`config.mk`:
```
export PLATFORM = sky130hd
export DESIGN_NAME = sbq_query
export DESIGN_NICKNAME = d
export VERILOG_FILES = /design/src/sbq_pkg.sv /design/src/sbq_query.sv /design/src/sbq_uart.sv
export VERILOG_INCLUDE_DIRS = /design/src /design/src/src
export SDC_FILE = /design/constraint.sdc
export NUM_CORES = 1
export LEC_CHECK = 0
export BUFFER_PORTS_ARGS = -buffer_cell sky130_fd_sc_hd__buf_2
export CAP_MARGIN = 0
export CORE_MARGIN = 5
export CORE_UTILIZATION = 50
export DETAILED_ROUTE_END_ITERATION = 7
export GPL_TIMING_DRIVEN = 0
export PLACE_DENSITY_LB_ADDON = 0.05
export SYNTH_ARGS = -nofsm -noshare
export SYNTH_HDL_FRONTEND = slang
export SYNTH_SLANG_ARGS = --single-unit
```
`constraint.sdc`:
```
create_clock -name sys_clk -period 12.45 [get_ports sys_clk]
set_input_delay 1.245 -clock sys_clk [delete_from_list [all_inputs] [get_ports sys_clk]]
set_output_delay 1.245 -clock sys_clk [all_outputs]
set_load 0.02 [all_outputs]
```
`src/sbq_defs.svh`:
```
// Contract
// - first matching byte 0x86 or 0x30 sets the baud; echoed, silent on failure
// - second matching byte 0x79 or 0xCF echoed when accepted, silent otherwise
// - every byte after the first uses the baud found on the first byte
// - rejected command byte: three identical error bytes, then idle
// - checksum command 0x90 starts the response with no echo byte
// - first checksum response byte is 0xAA if all covered bytes are 0xFF, else 0x55
// - checksum follows as high byte then low byte; neither is sent on error
// - after a query response the device waits for the next command byte
// - identification command 0xC0 is echoed before the record
// - record starts with mark 0x3A then byte count 0x13
// - payload opens with address length 0x03, reserved 0xFD, three 0x00
// - size code 0xF0, block count 0x01, flash range 0x001000 to 0x00FFFF
// - loader RAM range 0x000060 to 0x000C3F, most significant byte first
// - record ends with two's complement of the payload byte sum
// - security enabled or password failure: stop talking, stay idle
// - communication error while receiving protected data: stop talking, go idle; code sends three 0xA3 bytes first, even with sec_lock set
`ifndef SBQ_DEFS_SVH
`define SBQ_DEFS_SVH

`define SBQ_MATCH1_A  8'h86
`define SBQ_MATCH1_B  8'h30
`define SBQ_MATCH2_A  8'h79
`define SBQ_MATCH2_B  8'hCF
`define SBQ_CMD_SUM   8'h90
`define SBQ_CMD_ID    8'hC0
`define SBQ_ERR_CMD   8'hA1
`define SBQ_ERR_COMM  8'hA3
`define SBQ_ERR_OTHER 8'h63
`define SBQ_BLANK_YES 8'hAA
`define SBQ_BLANK_NO  8'h55
`define SBQ_ERASED    8'hFF
`define SBQ_ID_MARK   8'h3A
`define SBQ_ID_COUNT  8'h13
`define SBQ_ID_BYTES  19
`define SBQ_ID_PAYLOAD 152'h03FD000000F00100100000FFFF000060000C3F
`define SBQ_ID_LEN    5'h17
`define SBQ_ERR_LEN   5'h03
`define SBQ_SUM_LEN   5'h03
`define SBQ_SUM_LO    16'h1000
`define SBQ_SUM_HI    16'hFFFF
`define SBQ_MIN_HI    20'h00008

`endif

```
`src/sbq_pkg.sv`:
```
package sbq_pkg;

  typedef enum logic [3:0] {
    ST_AB_WAIT, ST_AB_LOW, ST_AB_HIGH, ST_AB_CHK, ST_AB_STOP,
    ST_M2, ST_CMD, ST_SUM, ST_SUM_END, ST_SEND, ST_IDLE
  } sbq_state_t;

  typedef enum logic [1:0] {K_ECHO, K_ERR, K_SUM, K_ID} sbq_kind_t;

  typedef struct packed {
    logic       go;
    logic [7:0] data;
  } sbq_tx_req_t;

  typedef struct packed {
    logic       valid;
    logic       ferr;
    logic [7:0] data;
  } sbq_rx_evt_t;

endpackage

```
`src/sbq_query.sv`:
```
`timescale 1ns/100ps
`default_nettype none
`include "sbq_defs.svh"
module sbq_query import sbq_pkg::*; #(
  parameter int          CNT_W  = 20,
  parameter logic [15:0] SUM_LO = `SBQ_SUM_LO,
  parameter logic [15:0] SUM_HI = `SBQ_SUM_HI
) (
  input  wire logic       sys_clk,
  input  wire logic       arst_n,
  input  wire logic       rx_pin,
  input  wire logic       sec_lock,
  input  wire logic [7:0] flash_rd_data,
  input  wire logic       flash_rd_err,
  output logic            tx_pin,
  output logic            flash_rd_en,
  output logic [15:0]     flash_rd_addr,
  output logic            boot_idle
);
  localparam int W2 = CNT_W + 3;
  // the record payload as a named constant so single bytes can be selected
  localparam logic [8*`SBQ_ID_BYTES-1:0] ID_PL = `SBQ_ID_PAYLOAD;

  logic             rx_s1_r, rx_s2_r, rx_s3_r;
  logic             rx_lvl_r, rx_prev_r;
  sbq_state_t       state_r, state_nxt;
  sbq_state_t       next_r, next_nxt;
  sbq_kind_t        kind_r, kind_nxt;
  logic [4:0]       len_r, len_nxt;
  logic [4:0]       idx_r, idx_nxt;
  logic [7:0]       echo_r, echo_nxt;
  logic [7:0]       err_r, err_nxt;
  logic [CNT_W-1:0] cnt_r, cnt_nxt;
  logic [CNT_W-1:0] lo_r, lo_nxt;
  logic [CNT_W-1:0] hi_r, hi_nxt;
  logic [CNT_W-1:0] bit_r, bit_nxt;
  logic [W2-1:0]    wait_r, wait_nxt;
  logic [15:0]      addr_r, addr_nxt;
  logic             rd_en_r, rd_en_nxt;
  logic             acc_v_r;
  logic [15:0]      sum_r, sum_nxt;
  logic             blank_r, blank_nxt;
  logic             serr_r, serr_nxt;
  logic             idle_r;
  sbq_tx_req_t      tx_req_r, tx_req_nxt;
  sbq_rx_evt_t      rx_evt;
  logic             tx_busy;
  logic [7:0]       id_tab [0:`SBQ_ID_BYTES-1];
  logic [7:0]       id_sum;

  assign flash_rd_en   = rd_en_r;
  assign flash_rd_addr = addr_r;
  assign boot_idle     = idle_r;

  // pin input: three stages, a change counts once stages two and three agree
  always_ff @(posedge sys_clk or negedge arst_n) begin
    if (!arst_n) begin
      rx_s1_r   <= 1'b1;
      rx_s2_r   <= 1'b1;
      rx_s3_r   <= 1'b1;
      rx_lvl_r  <= 1'b1;
      rx_prev_r <= 1'b1;
    end else begin
      rx_s1_r   <= rx_pin;
      rx_s2_r   <= rx_s1_r;
      rx_s3_r   <= rx_s2_r;
      rx_lvl_r  <= (rx_s2_r == rx_s3_r) ? rx_s3_r : rx_lvl_r;
      rx_prev_r <= rx_lvl_r;
    end
  end

  wire rx_fall = rx_prev_r & ~rx_lvl_r;
  wire rx_rise = ~rx_prev_r & rx_lvl_r;
  wire rx_en   = (state_r == ST_M2) || (state_r == ST_CMD);

  // both legal first bytes begin with a two-bit high run after the low run;
  // the low run is one high run long for one byte, two and a half for the other
  wire [W2-1:0] lo_x = W2'(lo_r);
  wire [W2-1:0] hi_x = W2'(hi_r);
  wire is_m1a = ((lo_x << 2) >= (hi_x << 1) + hi_x) &&
                ((lo_x << 2) <= (hi_x << 2) + hi_x);
  wire is_m1b = (lo_x >= (hi_x << 1)) && (lo_x <= (hi_x << 1) + hi_x);
  wire hi_ok  = hi_r >= `SBQ_MIN_HI;
  // cycles from the end of the high run to mid stop bit
  wire [W2-1:0] wait_m1a = (hi_x << 1) + (hi_x >> 1) + (hi_x >> 2);
  wire [W2-1:0] wait_m1b = hi_x + (hi_x >> 2);

  wire rx_ok    = rx_evt.valid & ~rx_evt.ferr;
  wire m2_good  = (rx_evt.data == `SBQ_MATCH2_A) ||
                  (rx_evt.data == `SBQ_MATCH2_B);
  wire tx_free  = ~tx_req_r.go & ~tx_busy;

  genvar g;
  generate
    for (g = 0; g < `SBQ_ID_BYTES; g++) begin : g_id
      assign id_tab[g] = ID_PL[151-8*g -: 8];
    end
  endgenerate

  always_comb begin
    id_sum = 8'h00;
    for (int i = 0; i < `SBQ_ID_BYTES; i++) begin
      id_sum = id_sum + id_tab[i];
    end
  end

  wire [7:0] id_ck   = 8'h00 - id_sum;
  wire [4:0] id_k    = idx_r - 5'h03;
  wire [7:0] id_byte = (idx_r == 5'h00) ? `SBQ_CMD_ID :
                       (idx_r == 5'h01) ? `SBQ_ID_MARK :
                       (idx_r == 5'h02) ? `SBQ_ID_COUNT :
                       (idx_r >= 5'h16) ? id_ck : id_tab[id_k];
  wire [7:0] sum_byte = (idx_r == 5'h00) ?
                        (blank_r ? `SBQ_BLANK_YES : `SBQ_BLANK_NO) :
                        (idx_r == 5'h01) ? sum_r[15:8] : sum_r[7:0];
  wire [7:0] tx_byte  = (kind_r == K_ECHO) ? echo_r :
                        (kind_r == K_ERR)  ? err_r :
                        (kind_r == K_SUM)  ? sum_byte : id_byte;

  always_comb begin
    state_nxt  = state_r;
    next_nxt   = next_r;
    kind_nxt   = kind_r;
    len_nxt    = len_r;
    idx_nxt    = idx_r;
    echo_nxt   = echo_r;
    err_nxt    = err_r;
    cnt_nxt    = cnt_r;
    lo_nxt     = lo_r;
    hi_nxt     = hi_r;
    bit_nxt    = bit_r;
    wait_nxt   = wait_r;
    addr_nxt   = addr_r;
    rd_en_nxt  = 1'b0;
    sum_nxt    = sum_r;
    blank_nxt  = blank_r;
    serr_nxt   = serr_r;
    tx_req_nxt = '{go: 1'b0, data: tx_req_r.data};
    if (acc_v_r) begin
      sum_nxt   = sum_r + {8'h00, flash_rd_data};
      blank_nxt = blank_r & (flash_rd_data == `SBQ_ERASED);
      serr_nxt  = serr_r | flash_rd_err;
    end
    case (state_r)
      ST_AB_WAIT: begin
        if (rx_fall) begin
          state_nxt = ST_AB_LOW;
          cnt_nxt   = CNT_W'(1);
        end
      end
      ST_AB_LOW: begin
        if (rx_rise) begin
          lo_nxt    = cnt_r;
          cnt_nxt   = CNT_W'(1);
          state_nxt = ST_AB_HIGH;
        end else if (&cnt_r) begin
          state_nxt = ST_IDLE;
        end else begin
          cnt_nxt = cnt_r + CNT_W'(1);
        end
      end
      ST_AB_HIGH: begin
        if (rx_fall) begin
          hi_nxt    = cnt_r;
          state_nxt = ST_AB_CHK;
        end else if (&cnt_r) begin
          state_nxt = ST_IDLE;
        end else begin
          cnt_nxt = cnt_r + CNT_W'(1);
        end
      end
      ST_AB_CHK: begin
        if (!hi_ok || !(is_m1a || is_m1b)) begin
          state_nxt = ST_IDLE;
        end else begin
          bit_nxt   = hi_r >> 1;
          wait_nxt  = is_m1a ? wait_m1a : wait_m1b;
          echo_nxt  = is_m1a ? `SBQ_MATCH1_A : `SBQ_MATCH1_B;
          state_nxt = ST_AB_STOP;
        end
      end
      ST_AB_STOP: begin
        if (wait_r != '0) begin
          wait_nxt = wait_r - W2'(1);
        end else if (rx_lvl_r) begin
          kind_nxt  = K_ECHO;
          len_nxt   = 5'h01;
          idx_nxt   = 5'h00;
          next_nxt  = ST_M2;
          state_nxt = ST_SEND;
        end else begin
          state_nxt = ST_IDLE;
        end
      end
      ST_M2: begin
        if (rx_evt.valid) begin
          if (rx_ok && m2_good) begin
            echo_nxt  = rx_evt.data;
            kind_nxt  = K_ECHO;
            len_nxt   = 5'h01;
            idx_nxt   = 5'h00;
            next_nxt  = ST_CMD;
            state_nxt = ST_SEND;
          end else begin
            state_nxt = ST_IDLE;
          end
        end
      end
      ST_CMD: begin
        if (rx_evt.valid) begin
          idx_nxt  = 5'h00;
          next_nxt = ST_CMD;
          if (rx_evt.ferr) begin
            err_nxt   = `SBQ_ERR_COMM;
            kind_nxt  = K_ERR;
            len_nxt   = `SBQ_ERR_LEN;
            next_nxt  = ST_IDLE;
            state_nxt = ST_SEND;
          end else if (sec_lock) begin
            state_nxt = ST_IDLE;
          end else if (rx_evt.data == `SBQ_CMD_SUM) begin
            addr_nxt  = SUM_LO;  // no echo for this command
            sum_nxt   = 16'h0000;
            blank_nxt = 1'b1;
            serr_nxt  = 1'b0;
            state_nxt = ST_SUM;
          end else if (rx_evt.data == `SBQ_CMD_ID) begin
            kind_nxt  = K_ID;
            len_nxt   = `SBQ_ID_LEN;
            state_nxt = ST_SEND;
          end else begin
            err_nxt   = `SBQ_ERR_CMD;
            kind_nxt  = K_ERR;
            len_nxt   = `SBQ_ERR_LEN;
            next_nxt  = ST_IDLE;
            state_nxt = ST_SEND;
          end
        end
      end
      ST_SUM: begin
        rd_en_nxt = 1'b1;
        if (rd_en_r && addr_r == SUM_HI) begin
          rd_en_nxt = 1'b0;
          state_nxt = ST_SUM_END;
        end else if (rd_en_r) begin
          addr_nxt = addr_r + 16'h0001;
        end
      end
      ST_SUM_END: begin
        if (!acc_v_r) begin
          kind_nxt  = K_SUM;
          // a read fault leaves only the blank indicator
          len_nxt   = serr_r ? 5'h01 : `SBQ_SUM_LEN;
          state_nxt = ST_SEND;
        end
      end
      ST_SEND: begin
        if (idx_r < len_r) begin
          if (tx_free) begin
            tx_req_nxt = '{go: 1'b1, data: tx_byte};
            idx_nxt    = idx_r + 5'h01;
          end
        end else if (tx_free) begin
          state_nxt = next_r;
        end
      end
      default: state_nxt = ST_IDLE;  // only reset leaves here
    endcase
  end

  always_ff @(posedge sys_clk or negedge arst_n) begin
    if (!arst_n) begin
      state_r  <= ST_AB_WAIT;
      next_r   <= ST_AB_WAIT;
      kind_r   <= K_ECHO;
      len_r    <= 5'h00;
      idx_r    <= 5'h00;
      echo_r   <= 8'h00;
      err_r    <= 8'h00;
      cnt_r    <= '0;
      lo_r     <= '0;
      hi_r     <= '0;
      bit_r    <= '1;
      wait_r   <= '0;
    end else begin
      state_r  <= state_nxt;
      next_r   <= next_nxt;
      kind_r   <= kind_nxt;
      len_r    <= len_nxt;
      idx_r    <= idx_nxt;
      echo_r   <= echo_nxt;
      err_r    <= err_nxt;
      cnt_r    <= cnt_nxt;
      lo_r     <= lo_nxt;
      hi_r     <= hi_nxt;
      bit_r    <= bit_nxt;
      wait_r   <= wait_nxt;
    end
  end

  always_ff @(posedge sys_clk or negedge arst_n) begin
    if (!arst_n) begin
      addr_r   <= 16'h0000;
      rd_en_r  <= 1'b0;
      acc_v_r  <= 1'b0;
      sum_r    <= 16'h0000;
      blank_r  <= 1'b1;
      serr_r   <= 1'b0;
      idle_r   <= 1'b0;
      tx_req_r <= '0;
    end else begin
      addr_r   <= addr_nxt;
      rd_en_r  <= rd_en_nxt;
      acc_v_r  <= rd_en_r;  // read data arrives one cycle after the strobe
      sum_r    <= sum_nxt;
      blank_r  <= blank_nxt;
      serr_r   <= serr_nxt;
      idle_r   <= state_nxt == ST_IDLE;
      tx_req_r <= tx_req_nxt;
    end
  end

  sbq_uart #(.CNT_W(CNT_W)) u_uart (
    .sys_clk (sys_clk),
    .arst_n  (arst_n),
    .bit_cyc (bit_r),
    .rx_en   (rx_en),
    .rx_lvl  (rx_lvl_r),
    .rx_evt  (rx_evt),
    .tx_req  (tx_req_r),
    .tx_busy (tx_busy),
    .tx_line (tx_pin)
  );

  wire go_id  = tx_req_r.go && kind_r == K_ID;
  wire go_sum = tx_req_r.go && kind_r == K_SUM;

  property p_m1_echo;
    @(posedge sys_clk) disable iff (!arst_n)
    state_r == ST_AB_CHK && hi_ok && is_m1a |=>
      state_r == ST_AB_STOP && echo_r == `SBQ_MATCH1_A;
  endproperty
  a_m1_echo: assert property (p_m1_echo) else $error("bad first echo");

  property p_m2_reject;
    @(posedge sys_clk) disable iff (!arst_n)
    state_r == ST_M2 && rx_evt.valid && !m2_good |=> state_r == ST_IDLE;
  endproperty
  a_m2_reject: assert property (p_m2_reject) else $error("m2 kept");

  property p_baud_hold;
    @(posedge sys_clk) disable iff (!arst_n)
    state_r inside {ST_M2, ST_CMD, ST_SEND, ST_SUM} |=> $stable(bit_r);
  endproperty
  a_baud_hold: assert property (p_baud_hold) else $error("baud moved");

  property p_err_byte;
    @(posedge sys_clk) disable iff (!arst_n)
    tx_req_r.go && kind_r == K_ERR |->
      tx_req_r.data == err_r && next_r == ST_IDLE && len_r == 5'h03;
  endproperty
  a_err_byte: assert property (p_err_byte) else $error("bad error");

  property p_sum_start;
    @(posedge sys_clk) disable iff (!arst_n)
    state_r == ST_CMD && rx_ok && !sec_lock &&
      rx_evt.data == `SBQ_CMD_SUM |=>
      state_r == ST_SUM && !tx_req_r.go ##1 rd_en_r && addr_r == SUM_LO;
  endproperty
  a_sum_start: assert property (p_sum_start) else $error("no sum");

  property p_blank;
    @(posedge sys_clk) disable iff (!arst_n)
    go_sum && idx_r == 5'h01 |->
      tx_req_r.data == (blank_r ? `SBQ_BLANK_YES : `SBQ_BLANK_NO);
  endproperty
  a_blank: assert property (p_blank) else $error("bad blank byte");

  property p_sum_hi;
    @(posedge sys_clk) disable iff (!arst_n)
    go_sum && idx_r == 5'h02 |-> !serr_r && tx_req_r.data == sum_r[15:8];
  endproperty
  a_sum_hi: assert property (p_sum_hi) else $error("bad sum high");

  property p_return;
    @(posedge sys_clk) disable iff (!arst_n)
    state_r == ST_SEND && kind_r inside {K_SUM, K_ID} &&
      idx_r == len_r && tx_free |=> state_r == ST_CMD;
  endproperty
  a_return: assert property (p_return) else $error("no command wait");

  property p_id_head;
    @(posedge sys_clk) disable iff (!arst_n)
    go_id && idx_r < 5'h04 |-> tx_req_r.data ==
      (idx_r == 5'h01 ? `SBQ_CMD_ID :
       idx_r == 5'h02 ? `SBQ_ID_MARK : `SBQ_ID_COUNT);
  endproperty
  a_id_head: assert property (p_id_head) else $error("bad id head");

  property p_id_body;
    @(posedge sys_clk) disable iff (!arst_n)
    go_id && idx_r >= 5'h04 && idx_r <= 5'h16 |->
      tx_req_r.data == id_tab[idx_r - 5'h04];
  endproperty
  a_id_body: assert property (p_id_body) else $error("bad id body");

  property p_id_ck;
    @(posedge sys_clk) disable iff (!arst_n)
    go_id && idx_r == 5'h17 |-> 8'(id_sum + tx_req_r.data) == 8'h00;
  endproperty
  a_id_ck: assert property (p_id_ck) else $error("bad id checksum");

  property p_idle_stays;
    @(posedge sys_clk) disable iff (!arst_n)
    state_r == ST_IDLE |=> state_r == ST_IDLE && !tx_req_r.go && idle_r;
  endproperty
  a_idle_stays: assert property (p_idle_stays) else $error("left idle");

  property p_comm_err;
    @(posedge sys_clk) disable iff (!arst_n)
    state_r == ST_CMD && rx_evt.valid && rx_evt.ferr |=>
      kind_r == K_ERR && next_r == ST_IDLE;
  endproperty
  a_comm_err: assert property (p_comm_err) else $error("error not idle");

  property p_accum;
    @(posedge sys_clk) disable iff (!arst_n)
    acc_v_r |=> sum_r == 16'($past(sum_r) + {8'h00, $past(flash_rd_data)});
  endproperty
  a_accum: assert property (p_accum) else $error("bad accumulate");
endmodule
`default_nettype wire

```
`src/sbq_uart.sv`:
```
`timescale 1ns/100ps
`default_nettype none
module sbq_uart import sbq_pkg::*; #(
  parameter int CNT_W = 20
) (
  input  wire logic             sys_clk,
  input  wire logic             arst_n,
  input  wire logic [CNT_W-1:0] bit_cyc,
  input  wire logic             rx_en,
  input  wire logic             rx_lvl,
  output sbq_rx_evt_t           rx_evt,
  input  wire sbq_tx_req_t      tx_req,
  output logic                  tx_busy,
  output logic                  tx_line
);
  logic             rx_prev_r;
  logic             rx_act_r;
  logic [CNT_W-1:0] rx_cnt_r;
  logic [3:0]       rx_bit_r;
  logic [7:0]       rx_sh_r;
  sbq_rx_evt_t      rx_evt_r;
  logic             tx_act_r;
  logic [CNT_W-1:0] tx_cnt_r;
  logic [3:0]       tx_n_r;
  logic [9:0]       tx_sh_r;
  logic             tx_line_r;

  assign rx_evt  = rx_evt_r;
  assign tx_busy = tx_act_r;
  assign tx_line = tx_line_r;

  // sample in mid bit: half a bit after the start edge, then whole bits
  always_ff @(posedge sys_clk or negedge arst_n) begin
    if (!arst_n) begin
      rx_prev_r <= 1'b1;
      rx_act_r  <= 1'b0;
      rx_cnt_r  <= '0;
      rx_bit_r  <= 4'h0;
      rx_sh_r   <= 8'h00;
      rx_evt_r  <= '0;
    end else begin
      rx_prev_r      <= rx_lvl;
      rx_evt_r.valid <= 1'b0;
      if (!rx_en) begin
        rx_act_r <= 1'b0;
      end else if (!rx_act_r) begin
        if (rx_prev_r && !rx_lvl) begin
          rx_act_r <= 1'b1;
          rx_cnt_r <= bit_cyc >> 1;
          rx_bit_r <= 4'h0;
        end
      end else if (rx_cnt_r != '0) begin
        rx_cnt_r <= rx_cnt_r - CNT_W'(1);
      end else begin
        rx_cnt_r <= bit_cyc - CNT_W'(1);
        rx_bit_r <= rx_bit_r + 4'h1;
        if (rx_bit_r == 4'h0) begin
          rx_act_r <= ~rx_lvl;  // glitch, not a start bit
        end else if (rx_bit_r < 4'h9) begin
          rx_sh_r <= {rx_lvl, rx_sh_r[7:1]};
        end else begin
          rx_act_r      <= 1'b0;
          rx_evt_r.valid <= 1'b1;
          rx_evt_r.ferr  <= ~rx_lvl;
          rx_evt_r.data  <= rx_sh_r;
        end
      end
    end
  end

  always_ff @(posedge sys_clk or negedge arst_n) begin
    if (!arst_n) begin
      tx_act_r  <= 1'b0;
      tx_cnt_r  <= '0;
      tx_n_r    <= 4'h0;
      tx_sh_r   <= 10'h3FF;
      tx_line_r <= 1'b1;
    end else if (!tx_act_r) begin
      if (tx_req.go) begin
        tx_act_r  <= 1'b1;
        tx_sh_r   <= {1'b1, tx_req.data, 1'b0};
        tx_cnt_r  <= bit_cyc - CNT_W'(1);
        tx_n_r    <= 4'h0;
        tx_line_r <= 1'b0;
      end
    end else if (tx_cnt_r != '0) begin
      tx_cnt_r <= tx_cnt_r - CNT_W'(1);
    end else if (tx_n_r == 4'h9) begin
      tx_act_r <= 1'b0;
    end else begin
      tx_sh_r   <= tx_sh_r >> 1;
      tx_line_r <= tx_sh_r[1];
      tx_n_r    <= tx_n_r + 4'h1;
      tx_cnt_r  <= bit_cyc - CNT_W'(1);
    end
  end
endmodule
`default_nettype wire

```
* Yosys cells after proc, flatten, opt, wreduce, memory -nomap -nowiden
Memory sizes are Yosys's and may differ from the RTL's.
Cells that the tools add are included.
** Word-level totals
- Memories kept :: 1
- Input port bits :: 13
- Register bits after elaboration :: 269
- Output and inout bits :: 19
- ROM bits :: 256
** Operators by class
- Equal/unequal tests :: 48
- Magnitude comparators :: 9
- Reduce and logical (&&, ||, !) cells :: 47
- Add/sub/neg operators :: 16
- Muxes and demuxes :: 156
- Bitwise gates (word level) :: 16
** Memories
- (no name shown) :: depth 32, bits a word 8, read ports 1, clocked after Yosys merged registers in 0, write ports 0, RTL line sbq_query.sv:112 : (idx_r >= 5'h16) ? id_ck : id_tab[id_k];
** Operators with widths (count)
- $mux 20 :: 11
- $mux 16 :: 12
- $mux 8 :: 20
- $mux 4 :: 31
- $mux 10 :: 9
- $mux 5 :: 17
- $mux 23 :: 3
- $pmux 20 s3 :: 1
- $sub 20x1->20 const B :: 3
- $pmux 23 s2 :: 1
- $pmux 4 s10 :: 1
- $pmux 5 s4 :: 2
- $reduce_bool 20->1 :: 2
- $eq 8x8->1 const B :: 4
- $ne 2x2->1 const B :: 16
- $pmux 16 s2 :: 1
- $mux 1 :: 28
- $mux 9 :: 3
- $mux 2 :: 13
- $add 22x18->23 :: 1
- $add 22x20->23 :: 1
- $ge 22x23->1 :: 1
- $le 22x23->1 :: 1
- $reduce_bool 23->1 :: 1
- 56 further kinds :: 109

* Logic depth before layout (Yosys ltp)
Gate-level depths: netlist of run 1.
- Depth after elaboration :: 15
- Depth in mapped cells :: 24
- Gate-level depth less buffers :: 22

* Cells and area by module
A second synthesis of run 1 with hierarchy kept.
** Unflattened totals
- Cell total of the unflattened synthesis :: 2127
- Area, all modules :: 19371.1 um2
** Modules (own cells, without submodules)
- sbq_query :: sequential area each 4586.9 um2, cells an instance 1590, area each 14649.0 um2, times used 1
- sbq_uart :: sequential area each 1990.7 um2, cells an instance 537, area each 4722.0 um2, times used 1

* Worst setup path after synthesis of run 1
OpenSTA, ideal clock, no wires.
- Path type :: flip-flop to flip-flop
- Start :: register hi_r[3]
- End :: register wait_r[17]
- Required time :: 12.356 ns
- Arrival time :: 4.922 ns
- Slack :: 7.434 ns
- Clock period less this slack :: 5.016 ns
- Stages on the path, launching flop included :: 23
- Library setup time :: 0.094 ns
- Cell sequence :: dfrtp_1 > ha_1 > a211o_1 > a2111oi_0 > nor3_1 > nor4_1 > nor2_1 > a211oi_1 > o21ai_0 > a21o_1 > a31oi_1 > xnor2_1 > ha_1 > nand3_1 > nor2_1 > a21boi_0 > o221ai_2 > o21ai_0 > nor2_2 > buf_4 > o2111ai_1 > o211a_1 > a211oi_1
** Between the ends
- Cells in the longest elaborated chain, start to end :: 8
- Elaborated cells on any way between the ends :: 21
** RTL lines
- from (decl) :: RTL line sbq_query.sv:35 : logic [CNT_W-1:0] hi_r, hi_nxt;
- from (signal assigned) :: RTL line sbq_query.sv:295 : hi_r <= hi_nxt;
- $add 22x20->23 / $add 21x20->22 (equally long branches) :: RTL line sbq_query.sv:81, sbq_query.sv:80, sbq_query.sv:82
- $le 22x23->1 (tied with other cells) :: RTL line sbq_query.sv:81 : ((lo_x << 2) <= (hi_x << 2) + hi_x);
- $logic_and 1x1->1 (on tied branches) :: RTL line sbq_query.sv:80, sbq_query.sv:82
- $logic_or 1x1->1 :: RTL line sbq_query.sv:173 : if (!hi_ok || !(is_m1a || is_m1b)) begin
- $logic_not 1->1 :: RTL line sbq_query.sv:173
- $logic_or 1x1->1 :: RTL line sbq_query.sv:173
- $ne 2x2->1 (no line)
- $reduce_and 3->1 (no line)
- to (signal assigned) :: RTL line sbq_query.sv:297 : wait_r <= wait_nxt;
- to (decl) :: RTL line sbq_query.sv:37 : logic [W2-1:0] wait_r, wait_nxt;
Parallel ways exist; a longest one is shown, timed or not. The select of a mux whose other input is x is not followed.
A chain may end at the register's enable or synchronous reset.

* Final worst setup path of run 1
- Start :: register hi_r[3]
- End :: register wait_r[16]
Same word-level chain as after synthesis.

==> results of run 1 <==
-- metrics by stage --
step / power (mW) / cell area [sq um] / utilization (%)
after detailed placement: 0.900 / 20400 / 52.7
after floorplan: 0.874 / 19500 / -
after CTS: 1.87 / 21500 / 55.6
final: 1.85 / 21500 / 55.6
after global placement: 0.896 / 20300 / 52.5
after global routing: 1.92 / 21500 / 55.6
-- cells in the mapped netlist (25+ instances only) --
cell                       instances  area, sq um
sky130_fd_sc_hd__nor2_1          184          691
sky130_fd_sc_hd__nand4_1          28          175
sky130_fd_sc_hd__and3_1           30          188
sky130_fd_sc_hd__nand3_1          60          300
sky130_fd_sc_hd__mux2_2           60          676
sky130_fd_sc_hd__inv_1            97          364
sky130_fd_sc_hd__dfstp_2          36          946
sky130_fd_sc_hd__a21oi_1         149          746
sky130_fd_sc_hd__ha_1            169         2110
sky130_fd_sc_hd__nor3_1           59          295
sky130_fd_sc_hd__nor2b_1          25          156
sky130_fd_sc_hd__dfrtp_1         224         5610
sky130_fd_sc_hd__or3_1            27          169
sky130_fd_sc_hd__xnor2_1          52          455
sky130_fd_sc_hd__xor2_1           53          464
sky130_fd_sc_hd__mux2i_1          26          260
sky130_fd_sc_hd__clkbuf_1         62          233
sky130_fd_sc_hd__a21o_1           41          308
sky130_fd_sc_hd__nand2_1         193          724
sky130_fd_sc_hd__o21ai_0         197          986
-- state kept, by name (all words and copies together) (netlist names), 4 cells and up --
name / flops
u_uart.tx_sh_r: 9
u_uart.rx_sh_r: 8
next_r: 4
flash_rd_addr: 16
u_uart.rx_bit_r: 4
hi_r: 20
wait_r: 23
idx_r: 5
state_r: 4
u_uart.tx_cnt_r: 20
echo_r: 8
bit_r: 20
u_uart.rx_evt: 10
lo_r: 20
tx_req_r: 9
cnt_r: 20
u_uart.tx_n_r: 4
u_uart.rx_cnt_r: 20
sum_r: 16
-- final cells by class --
class | instances | area (sq um) | area share [%]
Clock buffer | 45 | 921 | 4.28
Tap cell | 518 | 648 | 3.02
Buffer | 80 | 332 | 1.54
Inverter | 97 | 364 | 1.69
Sequential cell | 260 | 6550 | 30.5
Timing Repair Buffer | 35 | 233 | 1.08
Multi-Input combinational cell | 1762 | 12300 | 57.1
Clock inverter | 11 | 183 | 0.850
-- layer usage --
layer	global-route usage (%)	vias up	wire, um	share of wire (%)
met5	0	-	0	0
met3	2.71	96	2240	4.0
li1	-	8214	-	-
met2	41.0	419	25700	47
met4	6.13	0	1500	2.7
met1	35.2	8231	25800	47
-- worst max-delay path: cells and delay by family, from the launching register on --
family                   cells  cell delay [ns]
XOR/XNOR                     1             0.20
multiplexers                 1             0.34
buffers and inverters        1             0.30
AO/OA/AOI/OAI               11             3.08
flip-flops                   1             0.65
adder cells (fa/ha/maj)      2             0.65
AND/OR/NAND/NOR              6             1.21
-- how the worst max path moves through the flow --
stage                              startpoint  slack, ns  cells after the start                           end
after global placement                 arst_n       5.31                      1  flash_rd_addr[5]$_DFFE_PN0P_
after global routing      hi_r[3]$_DFFE_PN0P_       5.42                     22         wait_r[8]$_DFFE_PN0P_
after detailed placement  hi_r[3]$_DFFE_PN0P_       6.13                     22        wait_r[16]$_DFFE_PN0P_
after floorplan           hi_r[3]$_DFFE_PN0P_       7.43                     22        wait_r[17]$_DFFE_PN0P_
after CTS                 hi_r[3]$_DFFE_PN0P_       6.06                     22        wait_r[16]$_DFFE_PN0P_
final                     hi_r[3]$_DFFE_PN0P_       5.93                     22        wait_r[16]$_DFFE_PN0P_
-- kinds of logic (layout without fill, tap and decap cells) --
family          after synthesis  in the layout  share of synthesized area [%]
xor+xnor                    106            106                           4.83
buf+inv                     177            268                           3.57
flops                       260            260                           33.6
mux                          88             88                           5.03
compound gates              637            637                           21.1
fa+ha+maj                   194            194                           13.2
simple gates                737            737                           18.6
-- power by group --
| part | internal (mW) | leakage [nW] | switching, mW |
|---|---|---|---|
| Combinational | 0.00876 | 6.13 | 0.0253 |
| Sequential | 0.848 | 3.46 | 0.00104 |
| Clock | 0.595 | 0.539 | 0.374 |
| Total | 1.45 | 10.1 | 0.400 |
==> flow_summary.html, run 1 <==
<table>
<tr><th>Metric</th><th>Value</th></tr>
<tr><th colspan="2">Outcome</th></tr>
<tr><td>Status</td><td>finished clean</td></tr>
<tr><th colspan="2">Synth</th></tr>
<tr><td>Synth Net Count</td><td>2,402</td></tr>
<tr><td>Instance count of the mapped netlist</td><td>2,199</td></tr>
<tr><td>Ys Warns</td><td>0</td></tr>
<tr><td>Average instance area after synthesis</td><td>8.87 sq um</td></tr>
<tr><td>Synthesized area</td><td>19,500 sq um</td></tr>
<tr><td>Yosys cell types</td><td>102</td></tr>
<tr><td>Sequential share of the synthesized area</td><td>33.6%</td></tr>
<tr><td>Register bit count reported by yosys</td><td>260</td></tr>
<tr><td>Top_reg_cell synth</td><td>sky130_fd_sc_hd__dfrtp_1</td></tr>
<tr><td>Fraction of registers with async set/reset</td><td>100%</td></tr>
<tr><td>Number of flops mapped to enable cells by yosys</td><td>0</td></tr>
<tr><th colspan="2">Timing</th></tr>
<tr><td>Actual slew at the worst max-slew pin</td><td>1.33 ns</td></tr>
<tr><td>Clock skew</td><td>0.0340 ns</td></tr>
<tr><td>Min Hold Slack</td><td>0.355 ns</td></tr>
<tr><td>Worst setup margin</td><td>5.93 ns</td></tr>
<tr><td>RSZ-0062 raised after global routing</td><td>false</td></tr>
<tr><td>Slew Limit Fails</td><td>0</td></tr>
<tr><td>Final Hold Viols</td><td>0</td></tr>
<tr><td>Final period demand of the worst path</td><td>6.52 ns</td></tr>
<tr><td>Share of the clock period used by the worst path</td><td>52.3%</td></tr>
<tr><td>Achievable Freq</td><td>153 MHz</td></tr>
<tr><td>Setup TNS Final</td><td>0 ns</td></tr>
<tr><td>Final setup violation count</td><td>0</td></tr>
<tr><td>Relative slew margins</td><td>10.8%</td></tr>
<tr><th colspan="2">Pwr</th></tr>
<tr><td>Static leakage</td><td>10.1 nW</td></tr>
<tr><td>Power Density</td><td>86.2 nW/um^2</td></tr>
<tr><td>Maximum ir drop on the vdd rail</td><td>0.0000931 V</td></tr>
<tr><th colspan="2">Route</th></tr>
<tr><td>Detail-routed via count per cell</td><td>6.04</td></tr>
<tr><td>Vias</td><td>16,960</td></tr>
<tr><td>First-pass iteration count of the detailed router</td><td>5</td></tr>
<tr><td>WL final</td><td>55.3 mm</td></tr>
<tr><td>Number of remaining DRC errors</td><td>0</td></tr>
<tr><td>Antenna-violating nets left</td><td>0</td></tr>
<tr><td>Post-detailed-route wirelength per cell</td><td>19.7 um</td></tr>
<tr><td>First-iteration detailed-routing DRC count</td><td>1,260</td></tr>
<tr><th colspan="2">Clocking</th></tr>
<tr><td>Sink Count</td><td>260</td></tr>
<tr><td>Number of CTS-inserted buffers</td><td>30</td></tr>
<tr><td>Buffer depth of the longest clock path</td><td>3</td></tr>
<tr><td>TritonCTS clock tree</td><td>yes</td></tr>
<tr><td>Post-cts resize count</td><td>0</td></tr>
<tr><td>Post CTS Setup Buffer Count</td><td>0</td></tr>
<tr><td>Cts hold-fix bufs</td><td>0</td></tr>
<tr><td>Clk slew on worst S/H paths</td><td>0.06 ns</td></tr>
<tr><td>Clock root buffer master</td><td>sky130_fd_sc_hd__clkbuf_16</td></tr>
<tr><td>Skew-Pair Late Insertion Delay</td><td>0.60 ns</td></tr>
<tr><td>Level count of the clock H-tree</td><td>1</td></tr>
<tr><th colspan="2">Layout</th></tr>
<tr><td>Post-Layout Cell Count</td><td>2,808</td></tr>
<tr><td>Net count reported at finish</td><td>2,469</td></tr>
<tr><td>Top library cells by usage in the layout, fill and taps aside</td><td>224 x sky130_fd_sc_hd__dfrtp_1, 197 x sky130_fd_sc_hd__o21ai_0, 193 x sky130_fd_sc_hd__nand2_1</td></tr>
<tr><td>Diodes inserted</td><td>0</td></tr>
<tr><td>Area Growth Syn to Fin</td><td>10.2%</td></tr>
<tr><td>Layout cell share with drive strength beyond 1</td><td>10.1%</td></tr>
<tr><td>Most frequent standard cell in the layout excluding fill and tap cells</td><td>sky130_fd_sc_hd__dfrtp_1</td></tr>
<tr><td>Number of filler cells placed in the layout</td><td>3,607</td></tr>
<tr><th colspan="2">Worst setup path</th></tr>
<tr><td>Depth of the most critical reg-to-reg path</td><td>22</td></tr>
<tr><td>Data arrival time at the worst-slack endpoint</td><td>7.01 ns</td></tr>
<tr><td>Type of element capturing the critical path</td><td>flip-flop</td></tr>
<tr><td>Critical-path top delay cell</td><td>sky130_fd_sc_hd__dfrtp_1</td></tr>
<tr><td>Classification of the worst setup path</td><td>reg -&gt; reg</td></tr>
<tr><td>CP required</td><td>12.95 ns</td></tr>
<tr><td>Max incr delay on CP</td><td>0.65 ns</td></tr>
<tr><td>Worst reg-to-reg setup slack</td><td>5.93 ns</td></tr>
<tr><td>Most Frequent Cell on Critical Path</td><td>sky130_fd_sc_hd__o21ai_0</td></tr>
<tr><td>Cell breakdown of the critical path</td><td>ha_1, a211o_1, a2111oi_0, nor3_1, nor4_1, nor2_1, a211oi_1, o21ai_0, a21o_1, a31oi_1, xnor2_1, ha_1, nand3_1, nor2_1, a21boi_0, o221ai_2, o21ai_0, nor2_2, buf_4, mux2i_1, o21ai_0, a21oi_1</td></tr>
<tr><td>Launching element type of the critical path</td><td>flip-flop</td></tr>
<tr><td>Reg-to-reg critical path startpoint</td><td>hi_r[3]$_DFFE_PN0P_</td></tr>
<tr><td>CP max FO</td><td>10</td></tr>
<tr><td>End of the worst register-to-register path</td><td>wait_r[16]$_DFFE_PN0P_</td></tr>
<tr><th colspan="2">Floorplan</th></tr>
<tr><td>Placement Rows</td><td>72</td></tr>
<tr><td>Count of boundary I/O pins</td><td>32</td></tr>
<tr><td>Core area</td><td>38,600 sq um</td></tr>
<tr><td>Overall die width</td><td>208 um</td></tr>
<tr><td>Initial core utilization</td><td>50.5%</td></tr>
<tr><td>Height of the die</td><td>208 um</td></tr>
<tr><td>DIE AREA</td><td>43,100 sq um</td></tr>
<tr><th colspan="2">Place</th></tr>
<tr><td>DP Wirelength</td><td>42.4 mm</td></tr>
<tr><td>GP Congestion</td><td>0.925</td></tr>
<tr><td>Placed cell count</td><td>2,751</td></tr>
<tr><td>Minimum setup slack after placement</td><td>6.13 ns</td></tr>
<tr><td>Number of port buffers</td><td>31</td></tr>
<tr><th colspan="2">Min path</th></tr>
<tr><td>Worst hold-check path type</td><td>reg -&gt; reg</td></tr>
<tr><td>Destination of the worst hold path</td><td>rx_s2_r$_DFF_PN1_</td></tr>
<tr><td>Beginning of the worst hold path</td><td>rx_s1_r$_DFF_PN1_</td></tr>
<tr><td>Instance count along the most critical hold path</td><td>0</td></tr>
<tr><th colspan="2">GRT</th></tr>
<tr><td>Number of antenna violations at the first check in global routing</td><td>0</td></tr>
<tr><td>Global route overflow</td><td>0</td></tr>
<tr><td>Total Routing Usage GR</td><td>24.8%</td></tr>
<tr><td>Maximum number of pins on one net before global-route repair</td><td>117</td></tr>
<tr><td>Wire length of the first global-routing pass</td><td>89.2 mm</td></tr>
<tr><td>Via count of the first global-routing pass</td><td>16,519</td></tr>
<tr><th colspan="2">Run</th></tr>
<tr><td>Count of maximum capacitance violations</td><td>0</td></tr>
</table>
(Power assumes the default switching activity.)
==> run 2: changes to the inputs <==
==> constraint.sdc (replaced) <==
create_clock -name sys_clk -period 6 [get_ports sys_clk]
set_input_delay 0.6 -clock sys_clk [delete_from_list [all_inputs] [get_ports sys_clk]]
set_output_delay 0.6 -clock sys_clk [all_outputs]
set_load 0.02 [all_outputs]
==> run 2 against run 1 <==
  * Cell area up 0.31%
  * Routed wire length about the same
  * Clock skew is 0.0014 ns higher
  * Critical path type unchanged
  * Sequential power increased by 110%
  * Global-route usage hardly changed
  * Count of clock-buffer cells in the layout is the same
  * Highest routed layer unchanged
  * Sequential share of layout area about the same
  * Setup slack worse by 5.6 ns
==> flow_summary.html, run 2 (same netlist as run 1, synthesis figures left out) <==
<table>
<tr><th>Metric</th><th>Value</th></tr>
<tr><th colspan="2">Floorplan</th></tr>
<tr><td>Height of the die</td><td>208 um</td></tr>
<tr><td>Overall die width</td><td>208 um</td></tr>
<tr><td>DIE AREA</td><td>43,100 sq um</td></tr>
<tr><td>Initial core utilization</td><td>50.5%</td></tr>
<tr><td>Core area</td><td>38,600 sq um</td></tr>
<tr><td>Placement Rows</td><td>72</td></tr>
<tr><td>Count of boundary I/O pins</td><td>32</td></tr>
<tr><th colspan="2">Timing</th></tr>
<tr><td>Slew Limit Fails</td><td>0</td></tr>
<tr><td>Share of the clock period used by the worst path</td><td>95.1%</td></tr>
<tr><td>Achievable Freq</td><td>175 MHz</td></tr>
<tr><td>Final Hold Viols</td><td>0</td></tr>
<tr><td>Final period demand of the worst path</td><td>5.70 ns</td></tr>
<tr><td>RSZ-0062 raised after global routing</td><td>false</td></tr>
<tr><td>Relative slew margins</td><td>7.83%</td></tr>
<tr><td>Actual slew at the worst max-slew pin</td><td>1.37 ns</td></tr>
<tr><td>Final setup violation count</td><td>0</td></tr>
<tr><td>Setup TNS Final</td><td>0 ns</td></tr>
<tr><td>Clock skew</td><td>0.0354 ns</td></tr>
<tr><th colspan="2">Min path</th></tr>
<tr><td>Instance count along the most critical hold path</td><td>1</td></tr>
<tr><td>Destination of the worst hold path</td><td>rx_s1_r$_DFF_PN1_</td></tr>
<tr><td>Beginning of the worst hold path</td><td>rx_pin</td></tr>
<tr><td>Worst hold-check path type</td><td>in -&gt; reg</td></tr>
<tr><th colspan="2">Clocking</th></tr>
<tr><td>Number of CTS-inserted buffers</td><td>30</td></tr>
<tr><td>TritonCTS clock tree</td><td>yes</td></tr>
<tr><td>Buffer depth of the longest clock path</td><td>3</td></tr>
<tr><td>Skew-Pair Late Insertion Delay</td><td>0.60 ns</td></tr>
<tr><td>Clock root buffer master</td><td>sky130_fd_sc_hd__clkbuf_16</td></tr>
<tr><td>Level count of the clock H-tree</td><td>1</td></tr>
<tr><td>Clk slew on worst S/H paths</td><td>0.06 ns</td></tr>
<tr><td>Sink Count</td><td>260</td></tr>
<tr><th colspan="2">Route</th></tr>
<tr><td>Vias</td><td>16,960</td></tr>
<tr><td>Met2 wire len</td><td>25.9 mm</td></tr>
<tr><td>Post-detailed-route wirelength per cell</td><td>19.7 um</td></tr>
<tr><td>First-pass iteration count of the detailed router</td><td>5</td></tr>
<tr><td>Routed met1 length</td><td>25.7 mm</td></tr>
<tr><td>Antenna-violating nets left</td><td>0</td></tr>
<tr><td>Number of remaining DRC errors</td><td>0</td></tr>
<tr><td>First-iteration detailed-routing DRC count</td><td>1,165</td></tr>
<tr><td>Detail-routed via count per cell</td><td>6.04</td></tr>
<tr><td>Met3 WL</td><td>2.23 mm</td></tr>
<tr><td>WL final</td><td>55.3 mm</td></tr>
<tr><td>Highest metal layer with signal wires</td><td>met4</td></tr>
<tr><th colspan="2">Layout</th></tr>
<tr><td>Final Util</td><td>55.8%</td></tr>
<tr><td>Top library cells by usage in the layout, fill and taps aside</td><td>213 x sky130_fd_sc_hd__dfrtp_1, 196 x sky130_fd_sc_hd__o21ai_0, 193 x sky130_fd_sc_hd__nand2_1</td></tr>
<tr><td>Area Growth Syn to Fin</td><td>10.5%</td></tr>
<tr><td>Final Instance Area</td><td>21,600 sq um</td></tr>
<tr><td>Diodes inserted</td><td>0</td></tr>
<tr><td>Number of filler cells placed in the layout</td><td>3,599</td></tr>
<tr><td>Most flop-heavy register</td><td>wait_r</td></tr>
<tr><td>Net count reported at finish</td><td>2,470</td></tr>
<tr><td>Max reg flops</td><td>23</td></tr>
<tr><td>Layout cell share with drive strength beyond 1</td><td>10.8%</td></tr>
<tr><td>Most frequent standard cell in the layout excluding fill and tap cells</td><td>sky130_fd_sc_hd__dfrtp_1</td></tr>
<tr><th colspan="2">Pwr</th></tr>
<tr><td>Total chip power</td><td>3.84 mW</td></tr>
<tr><td>Pint</td><td>3.01 mW</td></tr>
<tr><td>Portion of total power attributed to the clock network</td><td>52.3%</td></tr>
<tr><td>Power Density</td><td>178 nW/um^2</td></tr>
<tr><td>Static leakage</td><td>10.1 nW</td></tr>
<tr><td>Switching power of the nets</td><td>0.830 mW</td></tr>
<tr><td>Proportion of power drawn by combinational gates</td><td>1.9%</td></tr>
<tr><td>Maximum ir drop on the vdd rail</td><td>0.000194 V</td></tr>
<tr><td>Sw Share</td><td>21.6%</td></tr>
<tr><td>Sequential share of power</td><td>45.9%</td></tr>
<tr><th colspan="2">Place</th></tr>
<tr><td>GP Congestion</td><td>0.925</td></tr>
<tr><td>Number of port buffers</td><td>31</td></tr>
<tr><td>Placed standard-cell area</td><td>20,400 sq um</td></tr>
<tr><td>DP Wirelength</td><td>42.4 mm</td></tr>
<tr><th colspan="2">Worst setup path</th></tr>
<tr><td>End of the worst register-to-register path</td><td>wait_r[13]$_DFFE_PN0P_</td></tr>
<tr><td>Reg-to-reg critical path startpoint</td><td>hi_r[10]$_DFFE_PN0P_</td></tr>
<tr><td>Classification of the worst setup path</td><td>reg -&gt; reg</td></tr>
<tr><td>Data arrival time at the worst-slack endpoint</td><td>6.16 ns</td></tr>
<tr><td>CP max FO</td><td>10</td></tr>
<tr><td>CP required</td><td>6.46 ns</td></tr>
<tr><td>Type of element capturing the critical path</td><td>flip-flop</td></tr>
<tr><td>Launching element type of the critical path</td><td>flip-flop</td></tr>
<tr><td>Depth of the most critical reg-to-reg path</td><td>21</td></tr>
<tr><td>Worst reg-to-reg setup slack</td><td>0.30 ns</td></tr>
<tr><th colspan="2">Run</th></tr>
<tr><td>Count of maximum capacitance violations</td><td>0</td></tr>
<tr><th colspan="2">GRT</th></tr>
<tr><td>Total Routing Usage GR</td><td>24.8%</td></tr>
<tr><td>Global route overflow</td><td>0</td></tr>
<tr><td>Via count of the first global-routing pass</td><td>16,522</td></tr>
<tr><td>Maximum number of pins on one net before global-route repair</td><td>117</td></tr>
<tr><td>Number of antenna violations at the first check in global routing</td><td>0</td></tr>
<tr><td>Wire length of the first global-routing pass</td><td>89.3 mm</td></tr>
<tr><th colspan="2">Outcome</th></tr>
<tr><td>Status</td><td>finished clean</td></tr>
</table>
run 2: worst max-delay path by stage:
stage / depth (start not counted) / to / slack (ns) / startpoint
after detailed placement: 22 / wait_r[16]$_DFFE_PN0P_ / -0.32 / hi_r[3]$_DFFE_PN0P_
after global placement: 1 / flash_rd_addr[5]$_DFFE_PN0P_ / -0.49 / arst_n
after global routing: 21 / wait_r[13]$_DFFE_PN0P_ / 0.02 / hi_r[10]$_DFFE_PN0P_
after CTS: 22 / wait_r[11]$_DFFE_PN0P_ / 0.02 / hi_r[2]$_DFFE_PN0P_
final: 21 / wait_r[13]$_DFFE_PN0P_ / 0.30 / hi_r[10]$_DFFE_PN0P_
after floorplan: 22 / wait_r[17]$_DFFE_PN0P_ / 0.98 / hi_r[3]$_DFFE_PN0P_
run 2: power by group through the flow:
stage	sequential, mW	clock (mW)	combinational (mW)
floorplan	1.79	0	0.0203
global placement	1.79	0	0.0664
detailed placement	1.79	0	0.0736
CTS	1.76	2.05	0.0743
global route	1.76	2.14	0.0831
finish	1.76	2.01	0.0712
run 2: what timing repair did:
item                                    CTS  global route
pin swaps                                 1             0
endpoints found under the setup margin   19            53
hold buffers                              1             0
hold endpoints to repair                 36             0
setup buffers                             1             0
resized for setup                         5            18
run 2: critical path, cell delays in order (launching register included):
cell                        delay (ns)
sky130_fd_sc_hd__dfrtp_2          0.52
sky130_fd_sc_hd__inv_1            0.18
sky130_fd_sc_hd__ha_1             0.45
sky130_fd_sc_hd__nand2_1          0.13
sky130_fd_sc_hd__nor4b_1          0.32
sky130_fd_sc_hd__a32oi_1          0.16
sky130_fd_sc_hd__and2_1           0.22
sky130_fd_sc_hd__o21ai_0          0.35
sky130_fd_sc_hd__a21oi_1          0.11
sky130_fd_sc_hd__o21ai_0          0.20
sky130_fd_sc_hd__xnor2_1          0.22
sky130_fd_sc_hd__ha_1             0.31
sky130_fd_sc_hd__and3_1           0.18
sky130_fd_sc_hd__mux2_2           0.34
sky130_fd_sc_hd__and2_1           0.16
sky130_fd_sc_hd__a31o_1           0.29
sky130_fd_sc_hd__o21ai_4          0.42
sky130_fd_sc_hd__a2bb2oi_2        0.23
sky130_fd_sc_hd__buf_6            0.19
sky130_fd_sc_hd__buf_2            0.30
sky130_fd_sc_hd__o32ai_1          0.12
sky130_fd_sc_hd__a21o_1           0.17
run 2: layout make-up:
| type | instances | area [sq um] | area share (%) |
|---|---|---|---|
| plain buffers | 80 | 335 | 1.56 |
| clock buffers | 45 | 921 | 4.27 |
| clock inverters | 11 | 183 | 0.847 |
| inverters | 97 | 364 | 1.69 |
| multi-input cells | 1762 | 12300 | 57.0 |
| flip-flops and latches | 260 | 6570 | 30.4 |
| well taps | 518 | 648 | 3.01 |
| repair buffers | 36 | 245 | 1.14 |
run 2: through the flow:
step / setup slack [ns] / std cells / hold WS [ns]
2_1_floorplan: 0.984 / 2199 / 0.304
3_3_place_gp: -0.491 / 2748 / 0.346
3_5_place_dp: -0.321 / 2751 / 0.349
4_1_cts: 0.0226 / 2809 / 0.103
5_1_grt: 0.0203 / 2809 / 0.0980
6_report: 0.295 / 2809 / 0.128
run 2: per-layer routing:
layer,global-route usage (%),vias to the layer above
li1,-,8214
met1,35.2,8250
met2,41.1,410
met3,2.75,86
met4,6.09,0
met5,0,-
